[config.mk]
export PLATFORM = sky130hd
export DESIGN_NAME = brl_device_flat
export DESIGN_NICKNAME = d
export VERILOG_FILES = /design/src/brl_pkg.sv /design/src/brl_if.sv /design/src/brl_device.sv /design/src/flat_wrapper.sv
export VERILOG_INCLUDE_DIRS = /design/src
export SDC_FILE = /design/constraint.sdc
export NUM_CORES = 1
export LEC_CHECK = 0
export ABC_CLOCK_PERIOD_IN_PS = 4600
export BUFFER_PORTS_ARGS = -buffer_cell sky130_fd_sc_hd__buf_2
export CAP_MARGIN = 25
export CORE_MARGIN = 4
export CORE_UTILIZATION = 30
export CTS_CLUSTER_SIZE = 20
export DETAILED_ROUTE_END_ITERATION = 6
export GPL_ROUTABILITY_DRIVEN = 0
export HOLD_SLACK_MARGIN = 0.08
export PLACE_DENSITY_LB_ADDON = 0.1
export SYNTH_ARGS = -nofsm -noshare
export SYNTH_HDL_FRONTEND = slang
export SYNTH_SLANG_ARGS = --single-unit
[constraint.sdc]
create_clock -name clk_sys_i -period 4.6 [get_ports clk_sys_i]
set_input_delay 0.46 -clock clk_sys_i [delete_from_list [all_inputs] [get_ports clk_sys_i]]
set_output_delay 0.46 -clock clk_sys_i [all_outputs]
set_load 0.005 [all_outputs]
[src/brl_defs.svh]
`ifndef BRL_DEFS_SVH
`define BRL_DEFS_SVH

// Rail counts: rails 0..2 ramp under voltage scaling, the rest step.
`define BRL_NRAIL 5
`define BRL_NDVS 3
`define BRL_NPIN 3

// Device register offsets on the link bus.
`define BRL_A_MASK_A 8'h00
`define BRL_A_MASK_B 8'h01
`define BRL_A_PHASE 8'h02
`define BRL_A_STATUS 8'h03
`define BRL_A_MAP_BASE 8'h04
`define BRL_A_PRI_BASE 8'h10
`define BRL_A_ALT_BASE 8'h18
`define BRL_A_CTL_BASE 8'h20

// Reset values; a set bit in the first mask removes that rail, the second mask holds mode fields.
`define BRL_MASK_A_RST 5'h1e
`define BRL_MASK_B_RST 8'h04

// Field positions.
`define BRL_MB_CUR_ONLY 0
`define BRL_MB_CONV_EN 1
`define BRL_MB_CONV_MASK 2
`define BRL_MB_INVERT 3
`define BRL_ALT_CMD_BIT 7
`define BRL_PRI_RANGE_BIT 7
`define BRL_CTL_PIN_EN_BIT 0

// Ramp timing: slew in uV per us, step sizes in uV.
`define BRL_CLK_NS 10
`define BRL_SLEW_UV_PER_US 2500
`define BRL_STEP0_UV 10000
`define BRL_STEP1_UV 20000
`define BRL_STEP0_CYC ((`BRL_STEP0_UV*1000/`BRL_SLEW_UV_PER_US)/`BRL_CLK_NS)
`define BRL_STEP1_CYC ((`BRL_STEP1_UV*1000/`BRL_SLEW_UV_PER_US)/`BRL_CLK_NS)

// Voltage code decode in mV.
`define BRL_R0_BASE_MV 13'h1f4
`define BRL_R0_STEP_MV 13'h00a
`define BRL_R0_MAX_MV 13'h672
`define BRL_R1_BASE_MV 13'h3e8
`define BRL_R1_STEP_MV 13'h014
`define BRL_R1_MAX_MV 13'hce4

// Host register byte offsets and AXI responses.
`define BRL_H_CMD 4'h0
`define BRL_H_STAT 4'h4
`define BRL_H_PINS 4'h8
`define BRL_RESP_OKAY 2'h0
`define BRL_RESP_SLVERR 2'h2

`endif

[src/brl_pkg.sv]
`default_nettype none
package brl_pkg;

  // Host side link sequencer.
  typedef enum logic [1:0] {
    BRL_LINK_IDLE = 2'b01,
    BRL_LINK_WAIT = 2'b10
  } brl_link_state_type;

  // Paired rail phase handling.
  typedef enum logic [1:0] {
    BRL_PH_AUTO   = 2'h0,
    BRL_PH_MULTI  = 2'h1,
    BRL_PH_SINGLE = 2'h2
  } brl_phase_type;

endpackage : brl_pkg
`default_nettype wire

[src/brl_if.sv]
`default_nettype none
interface brl_if;
  logic [7:0] reg_addr;
  logic [7:0] reg_wdata;
  logic       reg_wr;
  logic       reg_rd;
  logic [7:0] reg_rdata;
  logic       reg_ack;
  logic [2:0] level_pin;

  modport dev (
    input  reg_addr,
    input  reg_wdata,
    input  reg_wr,
    input  reg_rd,
    input  level_pin,
    output reg_rdata,
    output reg_ack
  );

  modport host (
    output reg_addr,
    output reg_wdata,
    output reg_wr,
    output reg_rd,
    output level_pin,
    input  reg_rdata,
    input  reg_ack
  );
endinterface : brl_if
`default_nettype wire

[src/brl_device.sv]
`include "brl_defs.svh"
`default_nettype none

module brl_device
  import brl_pkg::*;
(
  input  wire logic                      clk_sys_i,
  input  wire logic                      rst_b_i,
  brl_if.dev                             bus,
  input  wire logic [`BRL_NRAIL-1:0]     win_ok_i,
  input  wire logic [`BRL_NRAIL-1:0]     cur_ok_i,
  input  wire logic                      conv_cur_ok_i,
  input  wire logic                      dual_phase_i,
  output logic                           rail_ok_o,
  output logic [`BRL_NRAIL*8-1:0]        level_code_o,
  output logic [`BRL_NRAIL*12-1:0]       level_mv_o,
  output logic [`BRL_NRAIL-1:0]          rail_ramping_o,
  output logic [1:0]                     phase_mode_o
);

  localparam int SW = 2 * `BRL_NRAIL + 2 + `BRL_NPIN;

  // Decode a voltage code into millivolts, saturating at the range top.
  function automatic logic [11:0] code_to_mv(input logic       rng,
                                             input logic [6:0] c);
    logic [12:0] v;
    v = 13'h000;
    if (c != 7'h00)
    begin
      if (rng)
      begin
        v = `BRL_R1_BASE_MV + 13'(c - 7'h01) * `BRL_R1_STEP_MV;
        if (v > `BRL_R1_MAX_MV)
          v = `BRL_R1_MAX_MV;
      end
      else
      begin
        v = `BRL_R0_BASE_MV + 13'(c - 7'h01) * `BRL_R0_STEP_MV;
        if (v > `BRL_R0_MAX_MV)
          v = `BRL_R0_MAX_MV;
      end
    end
    return v[11:0];
  endfunction : code_to_mv

  logic [SW-1:0]           sync1_r;
  logic [SW-1:0]           sync2_r;
  logic [`BRL_NRAIL-1:0]   win_s;
  logic [`BRL_NRAIL-1:0]   cur_s;
  logic                    conv_s;
  logic                    dual_s;
  logic [`BRL_NPIN-1:0]    pin_s;

  // Comparator results, the strap and the level pins are all asynchronous.
  always_ff @(posedge clk_sys_i or negedge rst_b_i)
  begin
    if (!rst_b_i)
    begin
      sync1_r <= '0;
      sync2_r <= '0;
    end
    else
    begin
      sync1_r <= {dual_phase_i, conv_cur_ok_i, cur_ok_i, win_ok_i,
                  bus.level_pin};
      sync2_r <= sync1_r;
    end
  end

  assign pin_s  = sync2_r[`BRL_NPIN-1:0];
  assign win_s  = sync2_r[`BRL_NPIN +: `BRL_NRAIL];
  assign cur_s  = sync2_r[`BRL_NPIN+`BRL_NRAIL +: `BRL_NRAIL];
  assign conv_s = sync2_r[SW-2];
  assign dual_s = sync2_r[SW-1];

  logic [`BRL_NRAIL-1:0]  mask_a_r, mask_a_nxt;
  logic [7:0]             mask_b_r, mask_b_nxt;
  logic [1:0]             phase_r, phase_nxt;
  logic [`BRL_NRAIL-1:0]  map_r [`BRL_NPIN];
  logic [`BRL_NRAIL-1:0]  map_nxt [`BRL_NPIN];
  logic [7:0]             pri_r [`BRL_NRAIL];
  logic [7:0]             pri_nxt [`BRL_NRAIL];
  logic [7:0]             alt_r [`BRL_NRAIL];
  logic [7:0]             alt_nxt [`BRL_NRAIL];
  logic                   pen_r [`BRL_NRAIL];
  logic                   pen_nxt [`BRL_NRAIL];
  logic [7:0]             rdata_r, rdata_nxt;
  logic                   ack_r, ack_nxt;
  logic                   rail_ok_r, rail_ok_nxt;
  logic [1:0]             phase_o_r, phase_o_nxt;
  logic [`BRL_NRAIL-1:0]  ramp_r;

  // Register file: writes and reads both answer with ack one cycle later.
  always_comb
  begin
    mask_a_nxt = mask_a_r;
    mask_b_nxt = mask_b_r;
    phase_nxt  = phase_r;
    map_nxt    = map_r;
    pri_nxt    = pri_r;
    alt_nxt    = alt_r;
    pen_nxt    = pen_r;
    rdata_nxt  = rdata_r;
    ack_nxt    = bus.reg_wr | bus.reg_rd;
    if (bus.reg_wr)
    begin
      if (bus.reg_addr == `BRL_A_MASK_A)
        mask_a_nxt = bus.reg_wdata[`BRL_NRAIL-1:0];
      if (bus.reg_addr == `BRL_A_MASK_B)
        mask_b_nxt = bus.reg_wdata;
      if (bus.reg_addr == `BRL_A_PHASE)
        phase_nxt = bus.reg_wdata[1:0];
      for (int k = 0; k < `BRL_NPIN; k++)
        if (bus.reg_addr == `BRL_A_MAP_BASE + 8'(k))
          map_nxt[k] = bus.reg_wdata[`BRL_NRAIL-1:0];
      for (int i = 0; i < `BRL_NRAIL; i++)
      begin
        if (bus.reg_addr == `BRL_A_PRI_BASE + 8'(i))
          pri_nxt[i] = bus.reg_wdata;
        if (bus.reg_addr == `BRL_A_ALT_BASE + 8'(i))
          alt_nxt[i] = bus.reg_wdata;
        if (bus.reg_addr == `BRL_A_CTL_BASE + 8'(i))
          pen_nxt[i] = bus.reg_wdata[`BRL_CTL_PIN_EN_BIT];
      end
    end
    if (bus.reg_rd)
    begin
      rdata_nxt = 8'h00;
      if (bus.reg_addr == `BRL_A_MASK_A)
        rdata_nxt = 8'(mask_a_r);
      if (bus.reg_addr == `BRL_A_MASK_B)
        rdata_nxt = mask_b_r;
      if (bus.reg_addr == `BRL_A_PHASE)
        rdata_nxt = {6'h00, phase_r};
      if (bus.reg_addr == `BRL_A_STATUS)
        rdata_nxt = {dual_s, 1'b0, ramp_r, rail_ok_r};
      for (int k = 0; k < `BRL_NPIN; k++)
        if (bus.reg_addr == `BRL_A_MAP_BASE + 8'(k))
          rdata_nxt = 8'(map_r[k]);
      for (int i = 0; i < `BRL_NRAIL; i++)
      begin
        if (bus.reg_addr == `BRL_A_PRI_BASE + 8'(i))
          rdata_nxt = pri_r[i];
        if (bus.reg_addr == `BRL_A_ALT_BASE + 8'(i))
          rdata_nxt = alt_r[i];
        if (bus.reg_addr == `BRL_A_CTL_BASE + 8'(i))
          rdata_nxt = {7'h00, pen_r[i]};
      end
    end
  end

  always_ff @(posedge clk_sys_i or negedge rst_b_i)
  begin
    if (!rst_b_i)
    begin
      mask_a_r <= `BRL_MASK_A_RST;
      mask_b_r <= `BRL_MASK_B_RST;
      phase_r  <= BRL_PH_AUTO;
      map_r    <= '{default: '0};
      pri_r    <= '{default: '0};
      alt_r    <= '{default: '0};
      pen_r    <= '{default: 1'b0};
      rdata_r  <= 8'h00;
      ack_r    <= 1'b0;
    end
    else
    begin
      mask_a_r <= mask_a_nxt;
      mask_b_r <= mask_b_nxt;
      phase_r  <= phase_nxt;
      map_r    <= map_nxt;
      pri_r    <= pri_nxt;
      alt_r    <= alt_nxt;
      pen_r    <= pen_nxt;
      rdata_r  <= rdata_nxt;
      ack_r    <= ack_nxt;
    end
  end

  assign bus.reg_rdata = rdata_r;
  assign bus.reg_ack   = ack_r;

  // Per rail target selection and ramp.
  for (genvar g = 0; g < `BRL_NRAIL; g++)
  begin : g_rail
    logic [6:0]  code_r, code_nxt;
    logic        rng_r, rng_nxt;
    logic [9:0]  tmr_r, tmr_nxt;
    logic        rmp_r, rmp_nxt;
    logic [11:0] mv_r;
    logic        pin_act;
    logic        use_alt;
    logic [6:0]  tgt;
    logic [9:0]  step;

    // A ramp only walks between two live codes; off and on are immediate.
    always_comb
    begin
      pin_act = 1'b0;
      for (int k = 0; k < `BRL_NPIN; k++)
        pin_act = pin_act | (map_r[k][g] & pin_s[k]);
      if (pen_r[g])
        use_alt = ~pin_act;
      else
        use_alt = alt_r[g][`BRL_ALT_CMD_BIT];
      tgt = use_alt ? alt_r[g][6:0] : pri_r[g][6:0];
      if (g == 1 && dual_s)
        tgt = 7'h00;
      rng_nxt  = pri_r[g][`BRL_PRI_RANGE_BIT];
      step     = rng_r ? 10'(`BRL_STEP1_CYC - 1) : 10'(`BRL_STEP0_CYC - 1);
      code_nxt = code_r;
      tmr_nxt  = tmr_r;
      rmp_nxt  = 1'b0;
      if (g < `BRL_NDVS && tgt != 7'h00 && code_r != 7'h00 && tgt != code_r)
      begin
        rmp_nxt = 1'b1;
        if (tmr_r == 10'h000)
        begin
          code_nxt = (tgt > code_r) ? code_r + 7'h01 : code_r - 7'h01;
          tmr_nxt  = step;
        end
        else
          tmr_nxt = tmr_r - 10'h001;
      end
      else
      begin
        code_nxt = tgt;
        tmr_nxt  = step;
      end
    end

    always_ff @(posedge clk_sys_i or negedge rst_b_i)
    begin
      if (!rst_b_i)
      begin
        code_r    <= 7'h00;
        rng_r     <= 1'b0;
        tmr_r     <= 10'h000;
        rmp_r     <= 1'b0;
        mv_r      <= 12'h000;
      end
      else
      begin
        code_r    <= code_nxt;
        rng_r     <= rng_nxt;
        tmr_r     <= tmr_nxt;
        rmp_r     <= rmp_nxt;
        mv_r      <= code_to_mv(rng_r, code_r);
      end
    end

    assign level_code_o[g*8 +: 8]  = {rng_r, code_r};
    assign level_mv_o[g*12 +: 12]  = mv_r;
    // Each rail owns its ramp flop; the vector only gathers them.
    assign ramp_r[g]               = rmp_r;
  end

  // Rail-ok combine; the window check drops out while a rail ramps.
  always_comb
  begin
    logic [`BRL_NRAIL-1:0] eff_mask;
    logic [`BRL_NRAIL-1:0] fail;
    logic                  conv_fail;
    eff_mask = mask_a_r;
    if (dual_s)
      eff_mask[1] = 1'b1;
    for (int i = 0; i < `BRL_NRAIL; i++)
      fail[i] = ~eff_mask[i] & (~cur_s[i] |
                (~mask_b_r[`BRL_MB_CUR_ONLY] & ~ramp_r[i] & ~win_s[i]));
    conv_fail = mask_b_r[`BRL_MB_CONV_EN] & ~mask_b_r[`BRL_MB_CONV_MASK] &
                ~conv_s;
    // Good reads high unless the polarity bit inverts it.
    rail_ok_nxt = ~(|fail | conv_fail) ^ mask_b_r[`BRL_MB_INVERT];
    phase_o_nxt = dual_s ? phase_r : BRL_PH_AUTO;
  end

  always_ff @(posedge clk_sys_i or negedge rst_b_i)
  begin
    if (!rst_b_i)
    begin
      rail_ok_r <= 1'b0;
      phase_o_r <= BRL_PH_AUTO;
    end
    else
    begin
      rail_ok_r <= rail_ok_nxt;
      phase_o_r <= phase_o_nxt;
    end
  end

  assign rail_ok_o      = rail_ok_r;
  assign rail_ramping_o = ramp_r;
  assign phase_mode_o   = phase_o_r;

endmodule : brl_device
`default_nettype wire

[src/flat_wrapper.sv]
// flat-port wrapper written by rule: the top's interface ports become plain ports
module brl_device_flat import brl_pkg::*;
  (clk_sys_i, rst_b_i, win_ok_i, cur_ok_i, conv_cur_ok_i, dual_phase_i, rail_ok_o, level_code_o, level_mv_o, rail_ramping_o, phase_mode_o, bus_reg_addr, bus_reg_wdata, bus_reg_wr, bus_reg_rd, bus_level_pin, bus_reg_rdata, bus_reg_ack);
  brl_if bus_i ();
  input  wire logic clk_sys_i;
  input  wire logic rst_b_i;
  input  wire logic [`BRL_NRAIL-1:0] win_ok_i;
  input  wire logic [`BRL_NRAIL-1:0] cur_ok_i;
  input  wire logic conv_cur_ok_i;
  input  wire logic dual_phase_i;
  output logic rail_ok_o;
  output logic [`BRL_NRAIL*8-1:0] level_code_o;
  output logic [`BRL_NRAIL*12-1:0] level_mv_o;
  output logic [`BRL_NRAIL-1:0] rail_ramping_o;
  output logic [1:0] phase_mode_o;
  input wire logic [$bits(bus_i.reg_addr)-1:0] bus_reg_addr;
  input wire logic [$bits(bus_i.reg_wdata)-1:0] bus_reg_wdata;
  input wire logic [$bits(bus_i.reg_wr)-1:0] bus_reg_wr;
  input wire logic [$bits(bus_i.reg_rd)-1:0] bus_reg_rd;
  input wire logic [$bits(bus_i.level_pin)-1:0] bus_level_pin;
  output wire logic [$bits(bus_i.reg_rdata)-1:0] bus_reg_rdata;
  output wire logic [$bits(bus_i.reg_ack)-1:0] bus_reg_ack;
  assign bus_i.reg_addr = bus_reg_addr;
  assign bus_i.reg_wdata = bus_reg_wdata;
  assign bus_i.reg_wr = bus_reg_wr;
  assign bus_i.reg_rd = bus_reg_rd;
  assign bus_i.level_pin = bus_level_pin;
  assign bus_reg_rdata = bus_i.reg_rdata;
  assign bus_reg_ack = bus_i.reg_ack;
  brl_device u_core (.clk_sys_i(clk_sys_i), .rst_b_i(rst_b_i), .bus(bus_i), .win_ok_i(win_ok_i), .cur_ok_i(cur_ok_i), .conv_cur_ok_i(conv_cur_ok_i), .dual_phase_i(dual_phase_i), .rail_ok_o(rail_ok_o), .level_code_o(level_code_o), .level_mv_o(level_mv_o), .rail_ramping_o(rail_ramping_o), .phase_mode_o(phase_mode_o));
endmodule
* After elaboration in Yosys (flattened, before gate mapping)
Cells that the tools add are included. W data, S select, Z words.
Word-level totals: bits in registers 290, input port bits 35, logic and storage cells 313, output and inout bits 117
Operators by class: mux-type cells 76, bitwise logic cells 75, equality and inequality tests 27, $lt $le $gt $ge 13, add/subtract/negate cells 24, multipliers 10, reductions and logical operators 40
Operators with widths (number):
- $mux W12 | 20
- $mux W8 | 21
- $mux W7 | 15
- $mux W10 | 9
- $eq A8 B5 Y1 const B | 10
- $add A10 B13 Y13 const A | 5
- $add A9 B13 Y13 const A | 5
- $gt A13 B11 Y1 const B | 5
- $gt A13 B12 Y1 const B | 5
- $mul A13 B3 Y11 const B | 5
- $mul A13 B3 Y12 const B | 5
- $reduce_bool A7 Y1 | 8
- $reduce_and A2 Y1 | 21
- $eq A8 B6 Y1 const B | 5
- $sub A7 B1 Y8 const B | 5
- $and A1 B1 Y1 | 30
- $logic_not A10 Y1 | 3
- $sub A10 B1 Y10 const B | 3
- $not A1 Y1 | 27
- $eq A8 B3 Y1 const B | 3
- $add A7 B1 Y7 const B | 3
- $gt A7 B7 Y1 | 3
- $ne A7 B7 Y1 | 3
- $sub A7 B1 Y7 const B | 3
- other kinds (11) | 43

* Longest topological paths before layout
Gate-level depths: netlist of the first run.
depth after elaboration 23, depth in mapped cells 21, depth with buffers taken out 21

* Least setup slack after synthesis of the first run
Ideal clock, no wire load.
path kind reg2reg, from register u_core.g_rail[2].code_r[0], to register u_core.g_rail[2].mv_r[4], required time 4.506 ns, buffers on the path 1, library setup time 0.094 ns, clock period less this slack 4.469 ns, stages on the path, launching flop included 16, data arrival time 4.375 ns, path slack 0.131 ns, cell sequence dfrtp_1 inv_1 ha_1 nand3_1 xnor2_1 ha_1 fa_1 xor2_1 or4_1 buf_2 a221o_1 and4_1 or4_4 a211oi_4 nand2_1 a221oi_2
On the way: longest elaborated chain between the ends 7, elaborated cells between the ends (all ways) 12, classes of those cells add/sub: 3; mul: 2; order compare: 2; mux: 4; reduce/logical: 1
RTL lines:
- start: declaration | line brl_device.sv:186 | logic [6:0] code_r, code_nxt;
- start signal: assignment | line brl_device.sv:244 | code_r <= code_nxt;
- $sub A7 B1 Y8 | line brl_device.sv:32, brl_device.sv:38
- $mul A13 B3 Y12 (no source line) / $mul A13 B3 Y11 (equally long branches)
- $add A9 B13 Y13 (no source line) / $add A10 B13 Y13 (equally long branches)
- $gt A13 B11 Y1 (no source line) / $gt A13 B12 Y1 (equally long branches)
- $mux W12, on equally long branches | line brl_device.sv:39, brl_device.sv:33
- $mux W12 | line brl_device.sv:30 | if (rng)
- $mux W12 * | line brl_device.sv:28 | if (c != 7'h00)
- end signal: assignment | line brl_device.sv:248 | mv_r <= code_to_mv(rng_r, code_r);
- end: declaration | line brl_device.sv:190 | logic [11:0] mv_r;
Mark *: on every way between the ends. The rest lies on a longest branch, timed or not. A chain may end at the register's enable or synchronous reset.

* Worst setup path in the final report of the first run
from register u_core.sync2_r[0], to register u_core.g_rail[1].code_r[6]
On the way: longest elaborated chain between the ends 11, elaborated cells between the ends (all ways) 16, classes of those cells order compare: 1; eq/ne: 2; mux: 6; bitwise: 4; reduce/logical: 3
RTL lines:
- start: declaration | line brl_device.sv:47 | logic [SW-1:0] sync2_r;
- start signal: assignment | line brl_device.sv:66 | sync2_r <= sync1_r;
- $and A1 B1 Y1 * | line brl_device.sv:201 | pin_act = pin_act | (map_r[k][g] & pin_s[k]);
- $or A1 B1 Y1 * (2 in series) | line brl_device.sv:201
- $not A1 Y1 * | line brl_device.sv:203 | use_alt = ~pin_act;
- $mux W1 * | line brl_device.sv:202 | if (pen_r[g])
- $mux W7 * | line brl_device.sv:206 | tgt = use_alt ? alt_r[g][6:0] : pri_r[g][6:0];
- $mux W7 * | line brl_device.sv:207 | if (g == 1 && dual_s)
- $gt A7 B7 Y1 / $reduce_bool A7 Y1 (equally long branches) | line brl_device.sv:219, brl_device.sv:214
- $mux W7 / $logic_and A1 B1 Y1 (equally long branches) | line brl_device.sv:219, brl_device.sv:214
- $mux W7 / $logic_and A1 B1 Y1 (equally long branches) | line brl_device.sv:217, brl_device.sv:214
- $mux W7 / $ne A2 B2 Y1 (equally long branches)
- end signal: assignment | line brl_device.sv:244
- end: declaration | line brl_device.sv:186
Mark *: on every way between the ends. The rest lies on a longest branch, timed or not. The select of a mux whose other input is x is not followed.

==> run metrics, run 1 <==
post-route setup TNS 0 ns; yosys warns 0; fin. max-slew vios 0; most common cell after layout, fill and taps aside dfrtp_1; status complete, no violations; slowest stage delay, CP 0.60 ns; CTS clock-pin slew for the worst setup and hold paths ~0.06 ns; synth unique cells 84; mean post-synth cell area 9.67 µm²; clock group share of total power 16.6%; DRC Markers 0; cts bufs inserted 37; Die H 256 µm; most frequent CP cell buf_4; P per Cell Area about 800 mW/mm²; sequential area share after synthesis between 30% and 40%; Sink Count 285; crit path cell chain a222oi_1, mux2i_1, buf_4, buf_4, mux2i_4, nor2_1, ha_1, o21a_1, o21a_1, o21ai_2, a21oi_2, nand2_2, fa_2, a21o_1, a21oi_2, o21bai_1, a21oi_1, buf_4, nor4b_1, mux2_2, nor3_2, o21ai_0; wirelength, routed 54,800 µm; commonest non-fill, non-tap cells in the layout 278 x dfrtp_1, 184 x nor2_1, 146 x nand2_1; Sw Share 45.6%; Max VDD drop 0.000475 V; ys async rst share 100%; vias in the first global route around 15,000; final core utilization 36.5%; clk_lat worst skew 0.53 ns; combinational share of power 66.6%; Synth Register Bits about 290; Sequential Power Share roughly 17%; Max clock buf depth 3; max cap viols 0; Initial Util 30.4%; share of cells above drive strength 1 23.1%; fin crit share 98.8%; worst setup path class flip-flop to flip-flop; DP HPWL just over 40,000 µm; final net count 2,294; via/cell ratio between 5 and 6; pre-CTS worst setup slack -0.0243 ns; core area 0.0607 mm²; die footprint about 0.066 mm²; Worst path slowest cell a222oi_1; synthesized area 0.0185 mm²; CTS tree built; Via Count 15,300; First-pass DRT Iterations 6; Post-synth top flop dfrtp_1; critical path launch point type flip-flop; f_max 0.220 GHz; input/output buffers 144; clock root buffer clkbuf_16; Worst Tran Pin Value 1.06 ns; total grt overflow 0; Crit. End Element flip-flop; slew margin rel. between 20 and 30%; Psw 8.31 mW; area grow syn2layout 19.9%; cell-internal power ~9.9 mW; Ports 152; final hold violation count 0; crit path time final 4.54 ns; Ant. Diodes 0; antenna violations before repair 4; setup ws final 0.0571 ns; Setup Viol. Count Final 0; CP Max Fanout 6; # rows 90; worst hold slack about 0.35 ns; Routed Antenna Nets 0; Clock Skews 0.0207 ns; Post-synth EDFFs 0; RSZ-0062 raised after global routing yes; WL/cell 18.6 µm; Leak 10.3 nW; first-pass GRT wire length 87,800 µm; CP arrival about 4.9 ns; Post-Synthesis Cells 1,911; GR Util All Layers 16.3%; Hold Path Class flip-flop to flip-flop; largest net degree at the start of global routing 127; number of DRC markers in iteration 0 1,020; Pwr Total 18.2 mW; H-tree depth 2; worst endpoint required time 5.00 ns; Die X 256 µm
## cells by family after synthesis
| logic type | count (synthesis) | synth area share [%] |
|---|---|---|
| adders and majority gates | 131 | 9.14 |
| AOI/OAI and AO/OA | 419 | 16.0 |
| and+or+nand+nor | 617 | 16.1 |
| DFF | 285 | 38.6 |
| xor gates and xnor gates | 119 | 5.72 |
| muxes | 179 | 10.7 |
| buffers and inverters | 160 | 3.57 |
| other | 1 | 0.0203 |
## Yosys cell counts (all sizes together) (17+ instances only)
cell type	number	area, µm²
a211oi	24	193
a21oi	75	375
a221oi	18	170
a22oi	19	143
a31oi	19	119
and3	17	106
buf	20	134
clkbuf	49	184
dfrtp	280	7010
ha	119	1490
inv	91	342
mux2	135	1520
mux2i	42	420
nand2	148	556
nand3	36	180
nand4	21	131
nor2	188	713
nor2b	26	163
nor3	69	345
o21a	21	158
o21ai	78	390
xnor2	77	674
xor2	41	359
## per-stage QoR
step / cells / area [µm²]
2_1_floorplan: 1917 / 18500
3_3_place_gp: 2851 / 20500
3_5_place_dp: 2851 / 20500
4_1_cts: 2932 / 21900
5_1_grt: 2939 / 22100
6_report: 2939 / 22100
## power by group through the flow
stage | registers (mW) | logic (mW) | clock network, mW
global placement | 3.10 | 11.8 | 0
global route | 3.10 | 13.6 | 3.22
finish | 3.06 | 12.2 | 3.03
floorplan | 3.09 | 8.66 | 0
detailed placement | 3.11 | 11.8 | 0
CTS | 3.06 | 11.9 | 3.14
## flip-flops by register name (all words and copies together) (netlist names)
register and cells:
u_core.phase_mode_o 2, u_core.g_rail.mv_r 55, u_core.alt_r 40, u_core.bus.reg_ack 1, u_core.g_rail.rmp_r 3, u_core.g_rail.tmr_r 30
u_core.map_r 15, u_core.mask_b_r 8, u_core.g_rail.rng_nxt 5, u_core.sync2_r 15, u_core.mask_a_r 5, u_core.g_rail.rng_r 5
u_core.phase_r 2, u_core.g_rail.code_r 35, u_core.sync1_r 15, u_core.pen_r 5, u_core.pri_r 35, u_core.rail_ok_o 1
u_core.bus.reg_rdata 8
## critical path, delay by kind of cell (launching register included)
kind	cells	cell delay [ns]
compound gates	10	1.72
fa+ha+maj	2	0.70
mux	3	0.61
buf+inv	3	0.52
simple gates	4	0.44
flops	1	0.42
## final cells by class
class                   count  area (µm²)
fillers                  6119       38500
multi-input cells        1472       10900
flip-flops and latches    285        7140
repair buffers            245        1550
clock buffers              51        1040
well taps                 782         978
inverters                  91         342
clock inverters            13         226
## worst paths after layout
kind                                               to  cells after the start  slack, ns               from
hold / removal                      u_core.sync2_r[5]                      0       0.35  u_core.sync1_r[5]
max in group asynchronous      u_core.g_rail[0].rmp_r                      3       3.10            rst_b_i
min in group asynchronous    u_core.g_rail[2].mv_r[8]                      2       0.45            rst_b_i
hold reg to reg                     u_core.sync2_r[5]                      0       0.35  u_core.sync1_r[5]
setup / recovery           u_core.g_rail[1].code_r[6]                     22       0.06  u_core.sync2_r[0]
setup reg to reg           u_core.g_rail[1].code_r[6]                     22       0.06  u_core.sync2_r[0]
## what timing repair did
action	4_1_cts	5_1_grt
hold endpoints to repair	64	0
hold buffers	16	0
buffers inserted	1	7
resized for setup	2	45
gates cloned	0	0
endpoints found under the setup margin	1	41
pin swaps	2	19
## layer usage
metal / share of wire, % / global-route usage, % / wire length (µm)
met3: 4.3 / 2.67 / 2370
met4: 1.9 / 3.85 / 1050
met5: 0.049 / 0 / 27
met2: 46 / 26.6 / 25400
met1: 47 / 22.8 / 25900
(Power assumes the default switching activity.)
==> inputs of run 2 (changes only) <==
--- a/config.mk
+++ b/config.mk
@@ -15,7 +15,8 @@
 export DETAILED_ROUTE_END_ITERATION = 6
 export GPL_ROUTABILITY_DRIVEN = 0
 export HOLD_SLACK_MARGIN = 0.08
-export PLACE_DENSITY_LB_ADDON = 0.1
+export PLACE_DENSITY = 0.57
+export SETUP_SLACK_MARGIN = 0.1
 export SYNTH_ARGS = -nofsm -noshare
 export SYNTH_HDL_FRONTEND = slang
 export SYNTH_SLANG_ARGS = --single-unit
==> run 2 against run 1 <==
Sequential power about the same. Clock power down 2%. Sequential cell count did not move. Maximum frequency up 4.7%. Routed wire length fell by 5.0%. Setup slack improved by 0.20 ns. Global-route usage shrank 1.0 points. Register-to-register slack improved by 0.20 ns. First-iteration DRC count decreased by 8.6%. Worst hold slack lost 0.019 ns. Core utilization decreased by 0.23 points. Largest power group unchanged.
==> run metrics, run 2 (synthesis results as in run 1) <==
status complete, no violations; DP HPWL 38,800 µm (-4.9%); critical path launch point type flip-flop; fin crit share 94.4% (-4.4 points); largest register by flop count u_core.g_rail.mv_r; Largest register FFs 55 (unchanged); pre-CTS worst setup slack -0.0786 ns (-0.0543 ns); CTS clock-pin slew for the worst setup and hold paths 0.06 ns (about the same); Die X 256 µm (unchanged); final hold violation count 0 (unchanged); met1 Use GR 20.8% (-2.0 points); via/cell ratio 5.29 (+1.5%); share of cells above drive strength 1 23.1% (+0.033 points); fin. max-slew vios 0 (unchanged); P per Cell Area 822 mW/mm² (-0.16%); setup ws final 0.260 ns (+0.203 ns); vias in the first global route 15,100 (-1.7%); Routed Antenna Nets 0 (unchanged); Max clock buf depth 3 (unchanged); area grow syn2layout 19.2%; # rows 90 (unchanged); Ports 152 (unchanged); Setup Viol. Count Final 0 (unchanged); wirelength, routed 52,000 µm (-5.0%); GR Util All Layers 15.3% (-1.0 points); final net count 2,266 (-1.2%); core area 0.0607 mm² (unchanged); crit path time final 4.34 ns (-0.203 ns); GR peak layer met2; CTS tree built; register area 0.00714 mm² (about the same); biggest regs u_core.g_rail.mv_r (55), u_core.alt_r (40); Crit path max-delay family simple AND/OR/NAND/NOR gates; CP arrival 4.73 ns (-0.21 ns); RSZ-0062 raised after global routing yes; Multi-input gate area 0.0110 mm² (+0.91%); First-pass DRT Iterations 5 (-1); H-tree depth 2 (unchanged); # fillers 5,997 (-2.0%); Worst path slowest cell or4_4; Initial Util 30.4% (unchanged); post-route setup TNS 0 ns (unchanged); Via Count 15,400 (+0.65%); Crit. End Element flip-flop; DRC Markers 0 (unchanged); slew margin rel. 31.6% (+2.6 points); WL/cell 17.9 µm (-4.2%); Pwr Total 18.1 mW (-0.78%); input/output buffers 144 (unchanged); met2 global-route usage 24.7% (-1.8 points); Max VDD drop 0.000565 V (+19%); worst setup path class flip-flop to flip-flop; clock root buffer clkbuf_16; final core utilization 36.3% (-0.23 points); largest net degree at the start of global routing 130 (+2.4%); CP Max Fanout 5 (-1); Leak 10.2 nW (-0.90%); number of DRC markers in iteration 0 932 (-8.6%); first-pass GRT wire length 83,200 µm (-5.2%); total grt overflow 0 (unchanged); Hold Path Class flip-flop to flip-flop; met3 Resource Use GR 3.00% (+0.33 points); most common cell after layout, fill and taps aside dfrtp_1; clk_lat worst skew 0.54 ns (about the same); worst endpoint required time 4.99 ns (about the same); slowest stage delay, CP 0.54 ns (-0.06 ns); Worst Tran Pin Value 1.02 ns (-0.0394 ns); crit path cell chain inv_1, ha_4, nand3_1, xnor2_2, ha_1, fa_2, xor2_1, or4_4, a221o_1, and4_1, or4_4, a211oi_4, buf_4, a211o_1, o41ai_2; max cap viols 0 (unchanged); Sink Count 285 (unchanged); antenna violations before repair 6 (+2); Die H 256 µm (unchanged); cts bufs inserted 35 (-5.4%); Clock Skews 0.0366 ns (+0.0159 ns); f_max 0.230 GHz (+4.7%); most frequent CP cell or4_4; WP buf/inv 2 (-1); die footprint 0.0656 mm² (unchanged); commonest non-fill, non-tap cells in the layout 279 x dfrtp_1, 183 x nor2_1, 147 x nand2_1; worst hold slack 0.326 ns (-0.0194 ns)
-- run 2: cell types whose count changed in the layout (fill, tap and decap cells not counted), sizes merged --
| cell | change |
|---|---|
| buf | -26 |
| clkbuf | -12 |
| clkinv | +8 |
| diode | +4 |
| clkinvlp | -2 |
| inv | +2 |
| bufinv | +1 |
-- run 2: worst paths after layout --
path	cells after the start	slack, ns	end	start
worst max-delay path	15	0.26	u_core.g_rail[2].mv_r[2]	u_core.g_rail[2].code_r[1]
worst min-delay path	0	0.33	u_core.sync2_r[11]	u_core.sync1_r[11]
worst max register to register	15	0.26	u_core.g_rail[2].mv_r[2]	u_core.g_rail[2].code_r[1]
min in group asynchronous	2	0.47	u_core.g_rail[0].tmr_r[1]	rst_b_i
worst min register to register	0	0.33	u_core.sync2_r[11]	u_core.sync1_r[11]
max in group asynchronous	3	3.02	u_core.g_rail[2].code_r[4]	rst_b_i
-- run 2: power by group --
part	internal, mW	total, mW	switching (mW)
clock network	1.84	2.97	1.13
logic	5.07	12.1	6.99
registers	2.86	3.07	0.214
-- run 2: repair_timing --
item / CTS / global route
resized for setup: 3 / 64
gates cloned: 0 / 0
pin swaps: 1 / 11
setup endpoints to repair: 17 / 54
buffers inserted: 2 / 5
hold endpoints to repair: 73 / 0
hold buffers: 16 / 0
-- run 2: layout make-up --
class	count	share of cell area, %
Multi-Input combinational cell	1472	49.8
Sequential cell	285	32.4
Timing Repair Buffer	219	6.12
Tap cell	782	4.45
Clock buffer	39	4.18
Inverter	91	1.55
Clock inverter	22	1.39
Antenna cell	4	0.0455
-- run 2: routing by layer --
metal | vias to the layer above | part of all wire, %
met4 | 4 | 2.4
met5 | - | 0.040
met3 | 84 | 5.7
li1 | 7373 | -
met2 | 392 | 47
met1 | 7570 | 45
-- run 2: worst register-to-register path: stages (launching register included) --
cell and delay, ns:
dfrtp_1 0.37, inv_1 0.11, ha_4 0.17, nand3_1 0.12, xnor2_2 0.16, ha_1 0.35
fa_2 0.43, xor2_1 0.21, or4_4 0.54, a221o_1 0.33, and4_1 0.19, or4_4 0.52
a211oi_4 0.32, buf_4 0.18, a211o_1 0.13, o41ai_2 0.06
-- run 2: through the flow --
stage / std cells / area [µm²]
after global placement: 2825 / 20300
final: 2914 / 22000
after detailed placement: 2825 / 20300
after floorplan: 1917 / 18500
after CTS: 2904 / 21700
after global routing: 2913 / 22000
==> inputs of run 3 (changes only) <==
--- a/config.mk
+++ b/config.mk
@@ -9,14 +9,17 @@
 export ABC_CLOCK_PERIOD_IN_PS = 4600
 export BUFFER_PORTS_ARGS = -buffer_cell sky130_fd_sc_hd__buf_2
 export CAP_MARGIN = 25
+export CELL_PAD_IN_SITES_DETAIL_PLACEMENT = 0
+export CELL_PAD_IN_SITES_GLOBAL_PLACEMENT = 1
 export CORE_MARGIN = 4
 export CORE_UTILIZATION = 30
 export CTS_CLUSTER_SIZE = 20
 export DETAILED_ROUTE_END_ITERATION = 6
 export GPL_ROUTABILITY_DRIVEN = 0
 export HOLD_SLACK_MARGIN = 0.08
-export PLACE_DENSITY = 0.57
+export PLACE_DENSITY = 0.67
 export SETUP_SLACK_MARGIN = 0.1
+export SLEW_MARGIN = 15
 export SYNTH_ARGS = -nofsm -noshare
 export SYNTH_HDL_FRONTEND = slang
 export SYNTH_SLANG_ARGS = --single-unit
==> run 3 against run 2 <==
Clock skew shrank 0.020 ns. Critical path depth is 6 higher. Critical endpoint is now u_core.g_rail[1].code_r[6]. Critical path type unchanged. Design area is 0.55% higher. Core utilization is 0.20 points higher. Routed wire length rose by 2.5%.
==> run metrics, run 3 (synthesis results as in run 1) <==
status complete, no violations; Layout Cells excl Fill 2,935 (+0.72%); Crit. End Element flip-flop; First-pass DRT Iterations 6 (+1); # rows 90 (unchanged); max cap viols 0 (unchanged); H-tree depth 2 (unchanged); critical path launch point type flip-flop; Placed Cells incl. Taps 2,831 (+0.21%); Ports 152 (unchanged); final net count 2,289 (+1.0%); RSZ-0062 raised after global routing yes; clk_lat worst skew 0.54 ns (about the same); combinational share of power 67.8% (+1.2 points); Sink Count 285 (unchanged); Psw 8.42 mW (+1.1%); fin crit share 96.2% (+1.8 points); CTS clock-pin slew for the worst setup and hold paths 0.06 ns (about the same); Worst Tran Pin Value 0.857 ns (-0.161 ns); CTS tree built; first-pass GRT wire length 85,100 µm (+2.3%); # fillers 6,090 (+1.6%); worst hold slack 0.347 ns (+0.0208 ns); most common cell after layout, fill and taps aside dfrtp_1; share of cells above drive strength 1 24.1% (+0.97 points); Max VDD drop 0.000528 V (-6.5%); Sequential Power Share 17.0% (about the same); via/cell ratio 5.26 (-0.53%); largest register by flop count u_core.g_rail.mv_r; r2r worst-path depth 21 (+6); fin. max-slew vios 0 (unchanged); antenna violations before repair 6 (unchanged); final core utilization 36.5% (+0.20 points); WL/cell 18.2 µm (+1.7%); Hold Path Stages 0 (unchanged); biggest regs u_core.g_rail.mv_r (55), u_core.alt_r (40); wirelength, routed 53,300 µm (+2.5%); Pwr Total 18.1 mW (about the same); P per Cell Area 818 mW/mm² (-0.53%); Clock Skews 0.0165 ns (-0.0201 ns); min-delay src u_core.sync1_r[8]; crit path time final 4.42 ns (+0.0826 ns); largest net degree at the start of global routing 113 (-13%); commonest non-fill, non-tap cells in the layout 279 x dfrtp_1, 185 x nor2_1, 147 x nand2_1; core area 0.0607 mm² (unchanged); clock group share of total power 15.2% (-1.2 points); DRC Markers 0 (unchanged); Initial Util 30.4% (unchanged); GR Util All Layers 15.7% (+0.44 points); slew margin rel. 41.2% (+9.6 points); total grt overflow 0 (unchanged); Routed Antenna Nets 0 (unchanged); dpl cell area 0.0203 mm² (+0.25%); vias in the first global route 15,300 (+1.1%); Setup Viol. Count Final 0 (unchanged); worst setup path class flip-flop to flip-flop; f_max 0.226 GHz (-1.9%); worst flop-to-flop path endpoint u_core.g_rail[1].code_r[6]; final instance area 0.0221 mm² (+0.55%); Sw Share 46.5% (+0.50 points); number of DRC markers in iteration 0 1,002 (+7.5%); cell-internal power 9.68 mW (-0.91%); die footprint 0.0656 mm² (unchanged); CP Max Fanout 6 (+1); Worst R2R Setup Slack 0.18 ns (-0.08 ns); Hold Path Class flip-flop to flip-flop; clock root buffer clkbuf_16; area grow syn2layout 19.8%; Via Count 15,500 (+0.19%); worst endpoint required time 5.02 ns (+0.03 ns); Largest register FFs 55 (unchanged); Max clock buf depth 3 (unchanged); CP arrival 4.84 ns (+0.11 ns); Leak 10.2 nW (+0.68%); final hold violation count 0 (unchanged); cts bufs inserted 36 (+2.9%); Die H 256 µm (unchanged); WHS Endpoint u_core.sync2_r[8]; input/output buffers 144 (unchanged); Die X 256 µm (unchanged); DP HPWL 39,400 µm (+1.7%); reg2reg start u_core.sync2_r[0]
==> run 3: timing repair <==
action | 4_1_cts | 5_1_grt
gates resized for setup | 10 | 64
pin swaps | 2 | 21
hold buffers | 16 | 0
endpoints found under the setup margin | 23 | 50
endpoints found under the hold margin | 119 | 0
buffers inserted | 0 | 21
==> run 3: layout make-up <==
| cell class | count | area, µm² | share of cell area (%) |
|---|---|---|---|
| Multi-Input combinational cell | 1472 | 11000 | 49.8 |
| Sequential cell | 285 | 7140 | 32.3 |
| Timing Repair Buffer | 241 | 1510 | 6.82 |
| Tap cell | 782 | 978 | 4.42 |
| Clock buffer | 41 | 951 | 4.30 |
| Inverter | 91 | 342 | 1.54 |
| Clock inverter | 20 | 180 | 0.814 |
| Antenna cell | 3 | 7.51 | 0.0339 |
==> run 3: critical path, cell delays in order, from the launching register on <==
cell,delay [ns]
dfrtp_1,0.44
a222oi_1,0.50
mux2i_1,0.14
buf_4,0.20
mux2i_2,0.20
nor2_1,0.08
ha_1,0.31
nor2b_2,0.13
o21a_1,0.11
o21a_1,0.12
o21ai_2,0.06
a21oi_2,0.19
nand2_2,0.14
fa_2,0.40
a21o_1,0.18
a21oi_2,0.15
o21bai_1,0.09
a21oi_2,0.25
nor4b_1,0.09
mux2_2,0.29
nor3_2,0.16
o21ai_0,0.09
==> run 3: power groups by stage <==
stage / clock [mW] / sequential (mW) / combinational [mW]
3_3_place_gp: 0 / 3.11 / 11.3
2_1_floorplan: 0 / 3.09 / 8.66
4_1_cts: 2.84 / 3.07 / 11.6
5_1_grt: 2.95 / 3.11 / 13.6
6_report: 2.75 / 3.07 / 12.3
3_5_place_dp: 0 / 3.11 / 11.4
==> run 3: routing by layer <==
metal  wire (µm)  vias to the layer above  track usage, %
met2       24100                      361            24.6
met3        2810                       78            2.63
met5          34                        -               0
li1            -                     7417               -
met1       25300                     7590            22.6
met4        1160                        6            4.04
==> run 3: worst max path at each step <==
stage | start | endpoint | slack, ns | cells past startpoint
6_report | u_core.sync2_r[0] | u_core.g_rail[1].code_r[6] | 0.18 | 21
5_1_grt | u_core.sync2_r[0] | u_core.g_rail[1].code_r[6] | -0.06 | 21
4_1_cts | u_core.sync2_r[0] | u_core.g_rail[1].code_r[6] | -0.007 | 21
3_5_place_dp | u_core.sync2_r[0] | u_core.g_rail[1].code_r[6] | -0.08 | 21
3_3_place_gp | u_core.g_rail[4].code_r[0] | u_core.g_rail[4].mv_r[8] | 0.06 | 13
2_1_floorplan | u_core.g_rail[2].code_r[0] | u_core.g_rail[2].mv_r[4] | 0.13 | 15
==> run 3: stage by stage <==
step                setup TNS, ns  setup WS [ns]
global route              -0.0601        -0.0601
finish                          0          0.177
detailed placement         -0.479        -0.0842
CTS                      -0.00723       -0.00723
floorplan                       0          0.131
global placement                0         0.0573
